$ cat config.mk
export PLATFORM = sky130hd
export DESIGN_NAME = psrd_decoder
export DESIGN_NICKNAME = d
export VERILOG_FILES = /design/src/rtl/psrd_bcd_to_bin.v /design/src/rtl/psrd_divider.v /design/src/rtl/psrd_decoder.v
export VERILOG_INCLUDE_DIRS = /design/src /design/src/rtl
export SDC_FILE = /design/constraint.sdc
export NUM_CORES = 2
export LEC_CHECK = 0
export ABC_AREA = 1
export BUFFER_PORTS_ARGS = -buffer_cell sky130_fd_sc_hd__clkbuf_2
export CAP_MARGIN = 30
export CORE_MARGIN = 2
export CORE_UTILIZATION = 54
export CTS_CLUSTER_DIAMETER = 150
export CTS_CLUSTER_SIZE = 25
export DETAILED_ROUTE_END_ITERATION = 12
export GPL_ROUTABILITY_DRIVEN = 0
export GPL_TIMING_DRIVEN = 0
export PLACE_DENSITY_LB_ADDON = 0.2
export SETUP_SLACK_MARGIN = 0.5
export SYNTH_ARGS = -nofsm -noshare
export SYNTH_HDL_FRONTEND = slang
export SYNTH_HIERARCHICAL = 1
export SYNTH_SLANG_ARGS = --single-unit
export TNS_END_PERCENT = 100
$ cat constraint.sdc
create_clock -name clk -period 17.2 [get_ports clk]
set_input_delay 3.44 -clock clk [delete_from_list [all_inputs] [get_ports clk]]
set_output_delay 3.44 -clock clk [all_outputs]
set_load 0.02 [all_outputs]
$ cat src/rtl/psrd_defs.vh
// constants for the parallel speed reference decoder
`ifndef PSRD_DEFS_VH
`define PSRD_DEFS_VH

// ----------------------------------------------------------------------------
// register offsets
// ----------------------------------------------------------------------------
`define PSRD_ADDR_CTRL 12'h000
`define PSRD_ADDR_UNITS 12'h004
`define PSRD_ADDR_FMAX 12'h008
`define PSRD_ADDR_REF 12'h00C
`define PSRD_ADDR_MON 12'h010
`define PSRD_ADDR_STATUS 12'h014

// ----------------------------------------------------------------------------
// field positions and reset values
// ----------------------------------------------------------------------------
`define PSRD_CTRL_FMT_LSB 0
`define PSRD_CTRL_FMT_MSB 2
`define PSRD_CTRL_BOARD8_BIT 3
`define PSRD_UNITS_MSB 16
`define PSRD_FMAX_MSB 15
`define PSRD_FMT_RST 3'h0
`define PSRD_UNITS_RST 17'h0_0000
`define PSRD_FMAX_RST 16'h1770

// ----------------------------------------------------------------------------
// format and unit kinds
// ----------------------------------------------------------------------------
`define PSRD_FMT_BCD5 3'h6
`define PSRD_FMT_BIN 3'h7
`define PSRD_FMT_FIRST_HZ 3'h3
`define PSRD_UK_HZ 2'h0
`define PSRD_UK_PCT 2'h1
`define PSRD_UK_RPM 2'h2
`define PSRD_UK_USER 2'h3
`define PSRD_USER_MIN 17'h0_0028
`define PSRD_DEC_HUNDREDTHS 2'h2
`define PSRD_DEC_UNITS 2'h0

// ----------------------------------------------------------------------------
// range limits and scale factors
// ----------------------------------------------------------------------------
`define PSRD_LIM_110 18'h0_006E
`define PSRD_LIM_159 18'h0_009F
`define PSRD_LIM_255 18'h0_00FF
`define PSRD_LIM_400 18'h0_0190
`define PSRD_LIM_1100 18'h0_044C
`define PSRD_LIM_1599 18'h0_063F
`define PSRD_LIM_4000 18'h0_0FA0
`define PSRD_LIM_4095 18'h0_0FFF
`define PSRD_LIM_9999 18'h0_270F
`define PSRD_LIM_11000 18'h0_2AF8
`define PSRD_LIM_15999 18'h0_3E7F
`define PSRD_LIM_33000 18'h0_80E8
`define PSRD_LIM_39998 18'h0_9C3E
`define PSRD_FS_8 16'h00FF
`define PSRD_FS_12 16'h0FFF
`define PSRD_FS_16 16'h7530
`define PSRD_TEN_K 14'h2710
`define PSRD_RPM_MUL 16'hC350
`define PSRD_RPM_DIV 3'h6
`define PSRD_PCT_SAT 16'h7FFF
`define PSRD_MASK_8 16'h00FF
`define PSRD_MASK_12 16'h0FFF
`define PSRD_MASK_16 16'hFFFF

`endif

$ cat src/rtl/psrd_bcd_to_bin.v
// bcd digit string to binary value converter
`timescale 1ns/100ps
module psrd_bcd_to_bin #(
  parameter DIGITS = 5
) (
  input wire [4*DIGITS-1:0] nibbles,
  output wire [17:0] value
);
  wire [17:0] weight [0:DIGITS];
  wire [17:0] partial [0:DIGITS];

  assign weight[0] = 18'h0_0001;
  assign partial[0] = 18'h0_0000;

  genvar i;
  generate
    for (i = 0; i < DIGITS; i = i + 1) begin : g_digit
      wire [21:0] term;
      wire [21:0] next_w;
      assign term = nibbles[4*i+3:4*i] * weight[i];
      assign next_w = weight[i] * 4'hA;
      assign weight[i+1] = next_w[17:0];
      assign partial[i+1] = partial[i] + term[17:0];
    end
  endgenerate

  assign value = partial[DIGITS];
endmodule

$ cat src/rtl/psrd_divider.v
// serial restoring unsigned divider, one quotient bit per cycle
`timescale 1ns/100ps
module psrd_divider #(
  parameter W = 40
) (
  input wire clk,
  input wire rst,
  input wire start,
  input wire [W-1:0] dividend,
  input wire [W-1:0] divisor,
  output reg [W-1:0] quotient,
  output reg done
);
  localparam CW = $clog2(W + 1);
  localparam [CW-1:0] W_CNT = W;
  localparam [CW-1:0] ONE = 1;

  reg [W:0] rem_reg;
  reg [W-1:0] dvs_reg;
  reg [CW-1:0] cnt_reg;

  wire [W:0] shifted = {rem_reg[W-1:0], quotient[W-1]};
  wire [W:0] trial = shifted - {1'b0, dvs_reg};

  // zero divisor yields an all-ones quotient
  always @(posedge clk or posedge rst) begin
    if (rst) begin
      rem_reg <= {(W+1){1'b0}};
      dvs_reg <= {W{1'b0}};
      quotient <= {W{1'b0}};
      cnt_reg <= {CW{1'b0}};
      done <= 1'b0;
    end else begin
      done <= 1'b0;
      if (start) begin
        rem_reg <= {(W+1){1'b0}};
        dvs_reg <= divisor;
        quotient <= dividend;
        cnt_reg <= W_CNT;
      end else if (cnt_reg != {CW{1'b0}}) begin
        if (!trial[W]) begin
          rem_reg <= trial;
          quotient <= {quotient[W-2:0], 1'b1};
        end else begin
          rem_reg <= shifted;
          quotient <= {quotient[W-2:0], 1'b0};
        end
        cnt_reg <= cnt_reg - ONE;
        if (cnt_reg == ONE) begin
          done <= 1'b1;
        end
      end
    end
  end
endmodule

$ cat src/rtl/psrd_decoder.v
// parallel speed reference decoder with apb register file
//
// The address map and the APB slave port were left to the implementer.
`timescale 1ns/100ps
`include "psrd_defs.vh"
module psrd_decoder #(
  parameter DIV_W = 40
) (
  input wire clk,
  input wire rst,
  input wire psel,
  input wire penable,
  input wire pwrite,
  input wire [11:0] paddr,
  input wire [31:0] pwdata,
  output reg [31:0] prdata,
  output reg pready,
  output reg pslverr,
  input wire [15:0] input_terminal_block,
  input wire ref_sign,
  input wire ref_strobe,
  input wire word_width_switch,
  output reg [15:0] reference_pct,
  output reg reference_reverse,
  output reg reference_valid,
  output reg reference_clamped,
  output reg reference_update,
  output reg [31:0] frequency_reference_monitor,
  output reg [1:0] monitor_decimals
);
  localparam ST_IDLE = 2'd0;
  localparam ST_DIV1 = 2'd1;
  localparam ST_DIV2 = 2'd2;

  // --------------------------------------------------------------------------
  // configuration registers
  // --------------------------------------------------------------------------
  reg [2:0] reference_format_select;
  reg board8_reg;
  reg [16:0] display_unit_scaling;
  reg [15:0] fmax_reg;
  reg cfg_bad_reg;

  wire apb_setup = psel & ~penable;
  wire apb_write = psel & penable & pready & pwrite;

  always @(posedge clk or posedge rst) begin
    if (rst) begin
      reference_format_select <= `PSRD_FMT_RST;
      board8_reg <= 1'b0;
      display_unit_scaling <= `PSRD_UNITS_RST;
      fmax_reg <= `PSRD_FMAX_RST;
    end else if (apb_write) begin
      case (paddr)
        `PSRD_ADDR_CTRL: begin
          reference_format_select <= pwdata[`PSRD_CTRL_FMT_MSB:`PSRD_CTRL_FMT_LSB];
          board8_reg <= pwdata[`PSRD_CTRL_BOARD8_BIT];
        end
        `PSRD_ADDR_UNITS: begin
          display_unit_scaling <= pwdata[`PSRD_UNITS_MSB:0];
        end
        `PSRD_ADDR_FMAX: begin
          fmax_reg <= pwdata[`PSRD_FMAX_MSB:0];
        end
        default: begin
        end
      endcase
    end
  end

  // --------------------------------------------------------------------------
  // unit and format decode
  // --------------------------------------------------------------------------
  reg [1:0] state_reg;
  wire w16 = ~board8_reg & word_width_switch;
  wire [15:0] width_mask = board8_reg ? `PSRD_MASK_8 : (w16 ? `PSRD_MASK_16 : `PSRD_MASK_12);
  wire [15:0] data_m = input_terminal_block & width_mask;

  wire [1:0] ukind = (display_unit_scaling == 17'h0_0000) ? `PSRD_UK_HZ :
                     (display_unit_scaling == 17'h0_0001) ? `PSRD_UK_PCT :
                     (display_unit_scaling < `PSRD_USER_MIN) ? `PSRD_UK_RPM : `PSRD_UK_USER;
  wire fmt_mode = (ukind == `PSRD_UK_HZ) | (ukind == `PSRD_UK_PCT);
  wire fmt6 = fmt_mode & (reference_format_select == `PSRD_FMT_BCD5);
  wire fmt7 = fmt_mode & (reference_format_select == `PSRD_FMT_BIN);
  wire cfg_bad = fmt6 & ~w16;

  // user units: fifth decimal digit and low four digits
  wire [1:0] user_d5 = (display_unit_scaling >= 17'h0_7530) ? 2'd3 :
                       (display_unit_scaling >= 17'h0_4E20) ? 2'd2 :
                       (display_unit_scaling >= 17'h0_2710) ? 2'd1 : 2'd0;
  wire [16:0] d5_x10k = user_d5 * `PSRD_TEN_K;
  wire [16:0] user_low4 = display_unit_scaling - d5_x10k;

  // --------------------------------------------------------------------------
  // raw value, clamp and sign
  // --------------------------------------------------------------------------
  wire [19:0] bcd_in = fmt6 ? {2'b00, ref_sign, input_terminal_block, 1'b0}
                            : {4'h0, data_m};
  wire [17:0] bcd_val;

  psrd_bcd_to_bin #(
    .DIGITS(5)
  ) u_bcd (
    .nibbles(bcd_in),
    .value(bcd_val)
  );

  function [17:0] fmt_limit;
    input b8;
    input wide;
    input [2:0] fmt;
    input [1:0] uk;
    begin
      if (uk == `PSRD_UK_RPM || uk == `PSRD_UK_USER) begin
        if (b8) begin
          fmt_limit = `PSRD_LIM_159;
        end else if (!wide) begin
          fmt_limit = `PSRD_LIM_1599;
        end else if (uk == `PSRD_UK_RPM) begin
          fmt_limit = `PSRD_LIM_15999;
        end else begin
          fmt_limit = `PSRD_LIM_9999;
        end
      end else begin
        case (fmt)
          3'h0: fmt_limit = `PSRD_LIM_110;
          3'h1: fmt_limit = b8 ? `PSRD_LIM_159 : `PSRD_LIM_1100;
          3'h2: fmt_limit = b8 ? `PSRD_LIM_159 : (wide ? `PSRD_LIM_11000 : `PSRD_LIM_1599);
          3'h3: fmt_limit = b8 ? `PSRD_LIM_159 : `PSRD_LIM_400;
          3'h4: fmt_limit = b8 ? `PSRD_LIM_159 : (wide ? `PSRD_LIM_4000 : `PSRD_LIM_1599);
          3'h5: fmt_limit = b8 ? `PSRD_LIM_159 : (wide ? `PSRD_LIM_15999 : `PSRD_LIM_1599);
          3'h6: fmt_limit = `PSRD_LIM_39998;
          default: fmt_limit = b8 ? `PSRD_LIM_255 : (wide ? `PSRD_LIM_33000 : `PSRD_LIM_4095);
        endcase
      end
    end
  endfunction

  wire [17:0] raw = fmt7 ? {2'b00, data_m} : bcd_val;
  wire [17:0] lim = fmt_limit(board8_reg, w16, reference_format_select, ukind);
  wire over = raw > lim;
  wire [16:0] mag = over ? lim[16:0] : raw[16:0];
  wire all_ones = fmt7 ? (data_m == width_mask) : (fmt6 & (&input_terminal_block) & ref_sign);
  wire neg = ref_sign & ~fmt6;

  // --------------------------------------------------------------------------
  // scaling to 0.01% of maximum frequency
  // --------------------------------------------------------------------------
  wire [6:0] step_mul = (reference_format_select == 3'h0 || reference_format_select == 3'h3) ? 7'h64 :
                        (reference_format_select == 3'h1 || reference_format_select == 3'h4) ? 7'h0A :
                        7'h01;
  wire [23:0] scaled = mag * step_mul;
  wire [30:0] mag_x10k = mag * `PSRD_TEN_K;
  wire [37:0] hz_num = scaled * `PSRD_TEN_K;
  wire [22:0] mag_poles = mag * display_unit_scaling[5:0];
  wire [38:0] rpm_num = mag_poles * `PSRD_RPM_MUL;
  wire [18:0] fmax_x6 = fmax_reg * `PSRD_RPM_DIV;
  wire [15:0] bin_fs = board8_reg ? `PSRD_FS_8 : (w16 ? `PSRD_FS_16 : `PSRD_FS_12);

  reg [DIV_W-1:0] n1_next;
  reg [DIV_W-1:0] d1_next;
  reg hz_known_next;

  always @* begin
    n1_next = {DIV_W{1'b0}};
    d1_next = {{(DIV_W-1){1'b0}}, 1'b1};
    hz_known_next = 1'b0;
    if (all_ones & (fmt6 | fmt7)) begin
      n1_next = {{(DIV_W-14){1'b0}}, `PSRD_TEN_K};
    end else begin
      case (ukind)
        `PSRD_UK_RPM: begin
          n1_next = {1'b0, rpm_num};
          d1_next = {{(DIV_W-19){1'b0}}, fmax_x6};
        end
        `PSRD_UK_USER: begin
          n1_next = {9'h000, mag_x10k};
          d1_next = {{(DIV_W-17){1'b0}}, user_low4};
        end
        default: begin
          if (fmt7) begin
            n1_next = {9'h000, mag_x10k};
            d1_next = {{(DIV_W-16){1'b0}}, bin_fs};
          end else if (reference_format_select < `PSRD_FMT_FIRST_HZ) begin
            n1_next = {16'h0000, scaled};
          end else begin
            n1_next = {2'b00, hz_num};
            d1_next = {{(DIV_W-16){1'b0}}, fmax_reg};
            hz_known_next = 1'b1;
          end
        end
      endcase
    end
  end

  // --------------------------------------------------------------------------
  // capture and divide sequence
  // --------------------------------------------------------------------------
  reg div_start;
  reg [DIV_W-1:0] div_n;
  reg [DIV_W-1:0] div_d;
  wire [DIV_W-1:0] div_q;
  wire div_done;

  psrd_divider #(
    .W(DIV_W)
  ) u_div (
    .clk(clk),
    .rst(rst),
    .start(div_start),
    .dividend(div_n),
    .divisor(div_d),
    .quotient(div_q),
    .done(div_done)
  );

  reg neg_reg;
  reg hz_known_reg;
  reg clamp_reg;
  reg [1:0] ukind_reg;
  reg [16:0] mag_reg;
  reg [16:0] hz_reg;
  reg [1:0] dec_reg;
  reg [15:0] pct_reg;

  wire [15:0] pct_sat = (div_q > {{(DIV_W-16){1'b0}}, `PSRD_PCT_SAT}) ? `PSRD_PCT_SAT : div_q[15:0];
  wire [31:0] pct_x_fmax = pct_sat * fmax_reg;
  wire [30:0] hz_from_pct = div_q[30:0];

  reg [30:0] mon_mag;

  always @* begin
    case (ukind_reg)
      `PSRD_UK_HZ: mon_mag = hz_known_reg ? {14'h0000, hz_reg} : hz_from_pct;
      `PSRD_UK_PCT: mon_mag = {15'h0000, pct_reg};
      default: mon_mag = {14'h0000, mag_reg};
    endcase
  end

  always @(posedge clk or posedge rst) begin
    if (rst) begin
      state_reg <= ST_IDLE;
      div_start <= 1'b0;
      div_n <= {DIV_W{1'b0}};
      div_d <= {DIV_W{1'b0}};
      neg_reg <= 1'b0;
      hz_known_reg <= 1'b0;
      clamp_reg <= 1'b0;
      ukind_reg <= `PSRD_UK_HZ;
      mag_reg <= 17'h0_0000;
      hz_reg <= 17'h0_0000;
      dec_reg <= `PSRD_DEC_HUNDREDTHS;
      pct_reg <= 16'h0000;
      cfg_bad_reg <= 1'b0;
      reference_pct <= 16'h0000;
      reference_reverse <= 1'b0;
      reference_valid <= 1'b0;
      reference_clamped <= 1'b0;
      reference_update <= 1'b0;
      frequency_reference_monitor <= 32'h0000_0000;
      monitor_decimals <= `PSRD_DEC_HUNDREDTHS;
    end else begin
      div_start <= 1'b0;
      reference_update <= 1'b0;
      case (state_reg)
        ST_IDLE: begin
          if (ref_strobe) begin
            cfg_bad_reg <= cfg_bad;
            if (cfg_bad) begin
              reference_valid <= 1'b0;
              reference_pct <= 16'h0000;
              reference_reverse <= 1'b0;
              reference_clamped <= 1'b0;
              frequency_reference_monitor <= 32'h0000_0000;
              reference_update <= 1'b1;
            end else begin
              neg_reg <= neg;
              hz_known_reg <= hz_known_next & ~all_ones;
              clamp_reg <= over;
              ukind_reg <= ukind;
              mag_reg <= mag;
              hz_reg <= scaled[16:0];
              dec_reg <= fmt_mode ? `PSRD_DEC_HUNDREDTHS :
                         (ukind == `PSRD_UK_RPM) ? `PSRD_DEC_UNITS : user_d5;
              div_n <= n1_next;
              div_d <= d1_next;
              div_start <= 1'b1;
              state_reg <= ST_DIV1;
            end
          end
        end
        ST_DIV1: begin
          if (div_done) begin
            pct_reg <= pct_sat;
            state_reg <= ST_DIV2;
            div_start <= 1'b1;
            div_n <= {{(DIV_W-32){1'b0}}, pct_x_fmax};
            div_d <= {{(DIV_W-14){1'b0}}, `PSRD_TEN_K};
          end
        end
        ST_DIV2: begin
          if (div_done) begin
            reference_pct <= neg_reg ? (16'h0000 - pct_reg) : pct_reg;
            reference_reverse <= neg_reg;
            reference_clamped <= clamp_reg;
            reference_valid <= 1'b1;
            reference_update <= 1'b1;
            frequency_reference_monitor <= neg_reg ? (32'h0000_0000 - {1'b0, mon_mag})
                                                   : {1'b0, mon_mag};
            monitor_decimals <= dec_reg;
            state_reg <= ST_IDLE;
          end
        end
        default: begin
          state_reg <= ST_IDLE;
        end
      endcase
    end
  end

  // --------------------------------------------------------------------------
  // apb read path, one registered access cycle
  // --------------------------------------------------------------------------
  reg [31:0] rdata_next;
  reg hit_next;

  always @* begin
    rdata_next = 32'h0000_0000;
    hit_next = 1'b1;
    case (paddr)
      `PSRD_ADDR_CTRL: rdata_next = {28'h000_0000, board8_reg, reference_format_select};
      `PSRD_ADDR_UNITS: rdata_next = {15'h0000, display_unit_scaling};
      `PSRD_ADDR_FMAX: rdata_next = {16'h0000, fmax_reg};
      `PSRD_ADDR_REF: rdata_next = {{16{reference_pct[15]}}, reference_pct};
      `PSRD_ADDR_MON: rdata_next = frequency_reference_monitor;
      `PSRD_ADDR_STATUS: rdata_next = {24'h00_0000, 1'b0, reference_reverse, monitor_decimals,
                                       (state_reg != ST_IDLE), reference_clamped, cfg_bad_reg,
                                       reference_valid};
      default: hit_next = 1'b0;
    endcase
  end

  always @(posedge clk or posedge rst) begin
    if (rst) begin
      prdata <= 32'h0000_0000;
      pready <= 1'b0;
      pslverr <= 1'b0;
    end else begin
      pready <= apb_setup;
      pslverr <= apb_setup & ~hit_next;
      if (apb_setup) begin
        prdata <= (pwrite | ~hit_next) ? 32'h0000_0000 : rdata_next;
      end
    end
  end
endmodule

-- Word-level counts from Yosys, hierarchy flattened
Index checks and enable logic that the tools add are counted.
- bits in registers: 393
- input port bits: 68
- output and inout bits: 88
- logic and storage cells: 238
- add/subtract/negate cells: 9
- multiply operators: 12
- magnitude comparators: 7
- eq/ne operators: 26
- muxes and demuxes: 100
- bitwise logic cells: 25
- reductions and logical operators: 27
- operators with widths (cell ; number):
    $mux 40 ; 11
    $pmux 32 s6 ; 1
    $mux 16 ; 11
    $mux 32 ; 5
    $pmux 40 s2 ; 2
    $pmux 16 s7 ; 1
    $mux 14 ; 6
    $pmux 39 s2 ; 1
    $mux 38 ; 2
    $pmux 32 s2 ; 1
    $pmux 31 s2 ; 1
    $mux 18 ; 3
    $sub 41x40->41 ; 1
    $gt 40x15->1 const B ; 1
    $mux 39 ; 1
    $pmux 19 s2 ; 1
    $mul 23x12->35 const B ; 1
    $ge 17x15->1 const B ; 2
    $mul 24x10->34 const B ; 1
    $mul 16x16->32 ; 1
    $pmux 16 s2 ; 1
    $sub 1x31->32 const A ; 1
    $mux 31 ; 1
    $mux 15 ; 2
    62 further kinds ; 147

-- Logic depth before layout (Yosys ltp)
- word-level depth: 25
- gate-level depth with buffers: 94
- gate-level depth less buffers: 90

-- Cells and area by module
Netlist, hierarchy kept.
- modules (own cells, without submodules) (module ; times used ; cells each ; area an instance (um^2) ; sequential area each (um^2)):
    psrd_decoder ; 1 ; 5801 ; 42639.6 ; 6117.1
    psrd_divider ; 1 ; 1257 ; 8536.9 ; 3178.0
    psrd_bcd_to_bin ; 1 ; 341 ; 2575.0 ; 0.0

-- Worst setup path before layout
No wires, ideal clock.
- path type: input port to flip-flop
- start: input word_width_switch
- end: register div_n[33]
- library setup time: 117 ps
- arrival time: 16824 ps
- required time: 17083 ps
- path slack: 259 ps
- stages: 74
- path buffers: 1
- path through: inv_1 nor2_4 inv_1 nor2_1 nand2_1 o21ai_0 fa_1 inv_1 fa_1 inv_1 ha_1 a21oi_1 nand2_1 nand2_1 nand2_1 a21oi_1 xor2_1 fa_1 (+38 left out) fa_1 ha_1 inv_1 fa_1 inv_1 ha_1 nand2_1 inv_1 nand2_1 inv_1 a21oi_1 nand3_1 a21o_1 or2_2 nand3_1 o21ai_0 nand2_1 nand2_1
- longest elaborated chain between the ends: 20
- elaborated cells on any way between the ends: 41
- those cells by class: add/sub (2); mul (5); order compare (1); eq/ne (2); mux (25); bitwise (5); reduce/logical (1)
- ends and longest elaborated chain (what ; RTL line ; source):
    start, declared ; psrd_decoder.v:22 ; input wire word_width_switch,
    $and 1x1->1 ; psrd_decoder.v:75 ; wire w16 = ~board8_reg & word_width_switch;
    $mux 16 (no line) ; n/a ;
    $mux 16 ; psrd_decoder.v:76 ; wire [15:0] width_mask = board8_reg ? `PSRD_MASK_8 : (w16 ? `PSRD_MASK_16 : `PSRD_MASK_12);
    $and 16x16->16 ; psrd_decoder.v:77 ; wire [15:0] data_m = input_terminal_block & width_mask;
    $mux 18 ; psrd_decoder.v:97 ; wire [19:0] bcd_in = fmt6 ? {2'b00, ref_sign, input_terminal_block, 1'b0}
    named net bcd_in[14] ; psrd_decoder.v:97 ;
    $mul 4x7->11 ; psrd_bcd_to_bin.v:20 ; assign term = nibbles[4*i+3:4*i] * weight[i];
    $add 18x14->18 ; psrd_bcd_to_bin.v:23 ; assign partial[i+1] = partial[i] + term[17:0];
    (+1 left out) ; n/a ;
    named net bcd_val[13] ; psrd_decoder.v:99 ; wire [17:0] bcd_val;
    (+3 left out) ; n/a ;
    named net mag[7] ; psrd_decoder.v:142 ; wire [16:0] mag = over ? lim[16:0] : raw[16:0];
    (+1 left out) ; n/a ;
    named net scaled[16] ; psrd_decoder.v:152 ; wire [23:0] scaled = mag * step_mul;
    $mul 24x10->34 (no line) ; n/a ;
    $mux 38 ; psrd_decoder.v:184 ; end else if (reference_format_select < `PSRD_FMT_FIRST_HZ) begin
    $mux 38 ; psrd_decoder.v:181 ; if (fmt7) begin
    $pmux 39 s2 ; psrd_decoder.v:171 ; case (ukind)
    $mux 39 ; psrd_decoder.v:168 ; if (all_ones & (fmt6 | fmt7)) begin
    $mux 40 ; psrd_decoder.v:269 ; if (cfg_bad) begin
    $mux 40 ; psrd_decoder.v:267 ; if (ref_strobe) begin
    $pmux 40 s2 ; psrd_decoder.v:265 ; case (state_reg)
    end signal, assigned ; psrd_decoder.v:244 ; div_n <= {DIV_W{1'b0}};
    end signal, assigned ; psrd_decoder.v:285 ; div_n <= n1_next;
    end signal, assigned ; psrd_decoder.v:297 ; div_n <= {{(DIV_W-32){1'b0}}, pct_x_fmax};
    end, declared ; psrd_decoder.v:200 ; reg [DIV_W-1:0] div_n;
The timed path passes the listed nets, and every way through them passes these cells. The select of a mux whose other input is x is not followed.
A chain may end at the register's enable or synchronous reset.

-- Worst setup path in the final report
- start: input input_terminal_block[5]
- end: register div_n[34]
- longest elaborated chain between the ends: 19
- elaborated cells on any way between the ends: 27
- those cells by class: add/sub (4); mul (5); order compare (1); eq/ne (1); mux (11); bitwise (4); reduce/logical (1)
- ends and longest elaborated chain (what ; RTL line ; source):
    start, declared ; psrd_decoder.v:19 ; input wire [15:0] input_terminal_block,
    $and 16x16->16 (*) ; psrd_decoder.v:77 ;
    $mux 18 (*) ; psrd_decoder.v:97 ;
    named net bcd_in[5] ; psrd_decoder.v:97 ;
    $mul 4x3->7 (*) ; psrd_bcd_to_bin.v:20 ;
    $add 4x18->18 (*) ; psrd_bcd_to_bin.v:23 ;
    $add 18x18->18 (*) ; psrd_bcd_to_bin.v:23 ;
    $add 18x14->18 (*) ; psrd_bcd_to_bin.v:23 ;
    $add 18x16->18 (*) ; psrd_bcd_to_bin.v:23 ;
    named net bcd_val[12] ; psrd_decoder.v:99 ;
    (+4 left out) ; n/a ;
    named net scaled[16] ; psrd_decoder.v:152 ;
    $mul 24x10->34 (no line) (*) ; n/a ;
    $mux 38 (*) ; psrd_decoder.v:184 ;
    $mux 38 (*) ; psrd_decoder.v:181 ;
    $pmux 39 s2 (*) ; psrd_decoder.v:171 ;
    $mux 39 (*) ; psrd_decoder.v:168 ;
    $mux 40 (*) ; psrd_decoder.v:269 ;
    $mux 40 (*) ; psrd_decoder.v:267 ;
    $pmux 40 s2 (*) ; psrd_decoder.v:265 ;
The timed path passes the listed nets; every way through them passes the cells marked *. The select of a mux whose other input is x is not followed.

==> impl_summary.log <==
INFO  metric groute.usage.overall = 35.8%
INFO  metric critical-path-max-stage-delay = about 600 ps
INFO  metric setup.worst_path.end = div_n[34]
INFO  metric regToRegEndpoint = div_n[34]
INFO  metric vias = approximately 53,000
INFO  metric regToRegStartpoint = display_unit_scaling[3]
INFO  metric share_of_synthesized_flip_flops_with_an_asynchronous_set_or_reset = 100%
INFO  metric totalWireLength = ~190 mm
INFO  metric hp-class = reg -> reg
INFO  metric cell_at_the_root_of_the_clock_tree = clkbuf_16
INFO  metric status = complete, no violations
INFO  metric finalInstanceArea = ~0.062 mm^2
INFO  metric core_area = between 0.09 and 0.1 mm^2
INFO  metric holdCritStartpoint = div_n[33]
INFO  metric antenna_found_initial = 7
INFO  metric synth.top_cell.area_share = 18.9%
INFO  metric area.growth.synth_to_final = 15.7%
INFO  metric synthDominantAreaCellType = fa_1
INFO  metric critical-path-top-delay-family = adder cells
INFO  metric synth_edf_count = 0
INFO  metric die_width = between 300 and 400 um
INFO  metric worst_pin_slew = roughly 1100 ps
INFO  metric dominantRegCellSynth = dfrtp_1
INFO  metric nNetsFinal = between 9,000 and 10,000
INFO  metric drc = 0
INFO  metric crit_path_max_fanout = 7
INFO  metric cts-hold-fix-buffers = 0
INFO  metric finalNonFillerCells = a little over 9,000
INFO  metric drtAntennaViolNets = 0
INFO  metric ys_seq_area_share = ~17%
INFO  metric ys_top_cells_by_area = fa_1, dfrtp_1, ha_1, nand2_1, inv_1
INFO  metric grt_max_degree = between 90 and 100
INFO  metric grt_pass1_wl = ~280 mm
INFO  metric timing.final.crit_share = a little over nine tenths
INFO  metric detail_route.vias_per_cell = between 5 and 6
INFO  metric peak_usage_layer_in_the_global_routing_report = met2
INFO  metric dp_hpwl = around 150 mm
INFO  metric drive_gt1_share = between 10% and 20%
INFO  metric ys.warnings.count = 6
INFO  metric design.portCount = roughly 160
INFO  metric critPathKind = in -> reg
INFO  metric drt_pass1_iterations = 10
INFO  metric die-area = between 0.1 and 0.15 mm^2
INFO  metric grt_use_met1 = 47.7%
INFO  metric grt_overflow_total = 0
INFO  metric count_of_final_setup_violators = 0
INFO  metric yosys.cell_types.count = between 70 and 80
INFO  metric synth.most_common_cell = nand2_1
INFO  metric io_buffer_count = between 100 and 150
INFO  metric maxCapViolations = 0
INFO  metric worstSkewPairLatency = between 500 and 600 ps
INFO  metric core.rowCount = between 100 and 150
INFO  metric via_count_of_the_first_global_routing_pass = roughly 50,000
INFO  metric rsz0062_at_grt = false
INFO  metric drt_iter0_drc = 6,112
INFO  metric ys_top_cells_by_count = nand2_1, inv_1, ha_1, fa_1, nor2_1
INFO  metric critPathLaunch = input_terminal_block[5]
INFO  metric fillerInstances = 8,562
INFO  metric timing.critical_path.to_type = flop
INFO  metric chipHeight = between 300 and 400 um
INFO  metric post_dp_cell_area = 0.0565 mm^2
INFO  metric cts_max_path_buffers = 3
INFO  metric cts_made_buffers = 18
INFO  metric cpMaxStageDelayCell = fa_1
INFO  metric finalHoldViolations = 0
INFO  metric dp_cells = approximately 8,900
INFO  metric cts.sink_count = 371
INFO  metric max_slew_margin = roughly a quarter
INFO  metric worst-endpoint-arrival = roughly 17,000 ps
INFO  metric initial_util = between 50% and 60%
INFO  metric cts_max_level = 1
INFO  metric crit_buf_inv = 15
INFO  metric syn_avg_cell_area = approximately 7.3 um^2
INFO  metric timing.critical_path.from_type = input pin
INFO  metric post_synth_instance_area = between 0.05 and 0.06 mm^2
INFO  metric yosys_register_bits = roughly 370
INFO  metric grt.met2_usage = a little under three fifths
INFO  metric worstPathRequired = 17,640 ps
INFO  metric critPathMostFrequentCell = fa_1
INFO  metric maxSlewViolCount = 0
INFO  metric worst-path-stages = 70
INFO  metric rr_worst_depth = slightly below 80
INFO  metric ff2ff_setup_slack = slightly above 500 ps
INFO  metric tritoncts = yes
INFO  metric synthesis.instances = around 7,400
INFO  metric post_drt_wl_per_cell = 21.2 um
INFO  metric max_clock_freq = between 50 and 60 MHz
INFO  metric clk_transition_reported_paths = 100 ps
INFO  metric met3_usage = just over 7%
INFO  metric post-route-min-period = 16,690 ps
INFO  metric skew = between 40 and 50 ps
worst min-delay path: stages (launching register included):
cell	delay (ps)
dfrtp_1	360
nand2_1	50
nand2_1	50
final cells by class:
| cell class | count | area [um^2] | area share, % |
|---|---|---|---|
| repair buffers | 352 | 2580 | 4.15 |
| diodes | 3 | 7.51 | 0.0121 |
| clock buffers | 24 | 494 | 0.795 |
| flip-flops and latches | 371 | 9300 | 14.9 |
| well taps | 1287 | 1610 | 2.59 |
| inverters | 1570 | 5990 | 9.63 |
| multi-input cells | 5328 | 41200 | 66.2 |
| clock inverters | 1 | 30.0 | 0.0483 |
| repair inverters | 1 | 6.26 | 0.0101 |
| plain buffers | 199 | 1010 | 1.63 |
metrics by stage:
| stage | util [%] | hold slack (ps) | TNS, ps | setup slack [ps] |
|---|---|---|---|---|
| after detailed placement | 57.3 | 466 | -54870 | -3390 |
| after CTS | 59.9 | 489 | 0 | 487 |
| after floorplan | - | 446 | 0 | 532 |
| after global placement | 57.1 | 461 | -52620 | -3190 |
| final | 63.1 | 487 | 0 | 506 |
| after global routing | 63.1 | 495 | 0 | 42.5 |
cell families after synthesis:
group,count (synthesis),synth area share [%]
other,2,0.0140
and+or+nand+nor,2867,22.3
buffers and inverters,1769,12.6
DFF,371,17.3
xor gates and xnor gates,144,2.35
adders and majority gates,1144,33.7
muxes,1,0.0209
AOI/OAI and AO/OA,1101,11.6
metal layers:
metal	wire (um)	up-vias
met1	74200	25100
met4	13900	4
met3	21900	747
li1	-	24000
met2	83200	3157
met5	177	-
what timing repair did:
item	CTS	global route
resized for setup	349	434
cloned	1	8
endpoints found under the setup margin	25	25
pin swaps	81	265
setup buffers	53	144
cells in the final DEF, fill, tap and decap left out, types with 21 or more instances in the layout:
master	synthesis	routed
a21o_1	28	28
a21oi_1	361	298
a21oi_2	2	47
a22oi_1	22	22
a31oi_1	28	27
buf_2	36	35
buf_4	13	194
clkbuf_1	132	136
clkbuf_16	0	26
clkbuf_2	0	138
conb_1	2	70
dfrtp_1	362	362
fa_1	507	503
ha_1	637	548
ha_4	0	79
inv_1	1534	1471
inv_2	31	75
nand2_1	1778	1683
nand2_2	39	84
nand2_4	8	49
nand3_1	299	266
nand3_2	8	37
nand4_1	72	72
nor2_1	496	440
nor2_2	12	42
nor2_4	10	36
nor3_1	77	68
o211ai_1	24	24
o21ai_0	435	389
o21ai_1	13	21
o21ai_2	3	29
o21bai_1	22	21
o22ai_1	61	61
xnor2_1	60	55
xor2_1	84	65
worst min path at each step:
| stage | cells past startpoint | end |
|---|---|---|
| 2_1_floorplan | 2 | u_div/dvs_reg[0] |
| 3_3_place_gp | 1 | prdata[30] |
| 3_5_place_dp | 1 | prdata[26] |
| 4_1_cts | 1 | prdata[26] |
| 5_1_grt | 1 | prdata[26] |
| 6_report | 2 | div_n[33] |
Power is left out: the tool's default activity adds up to more than one toggle a clock period on the data nets, which glitch-free logic cannot reach.
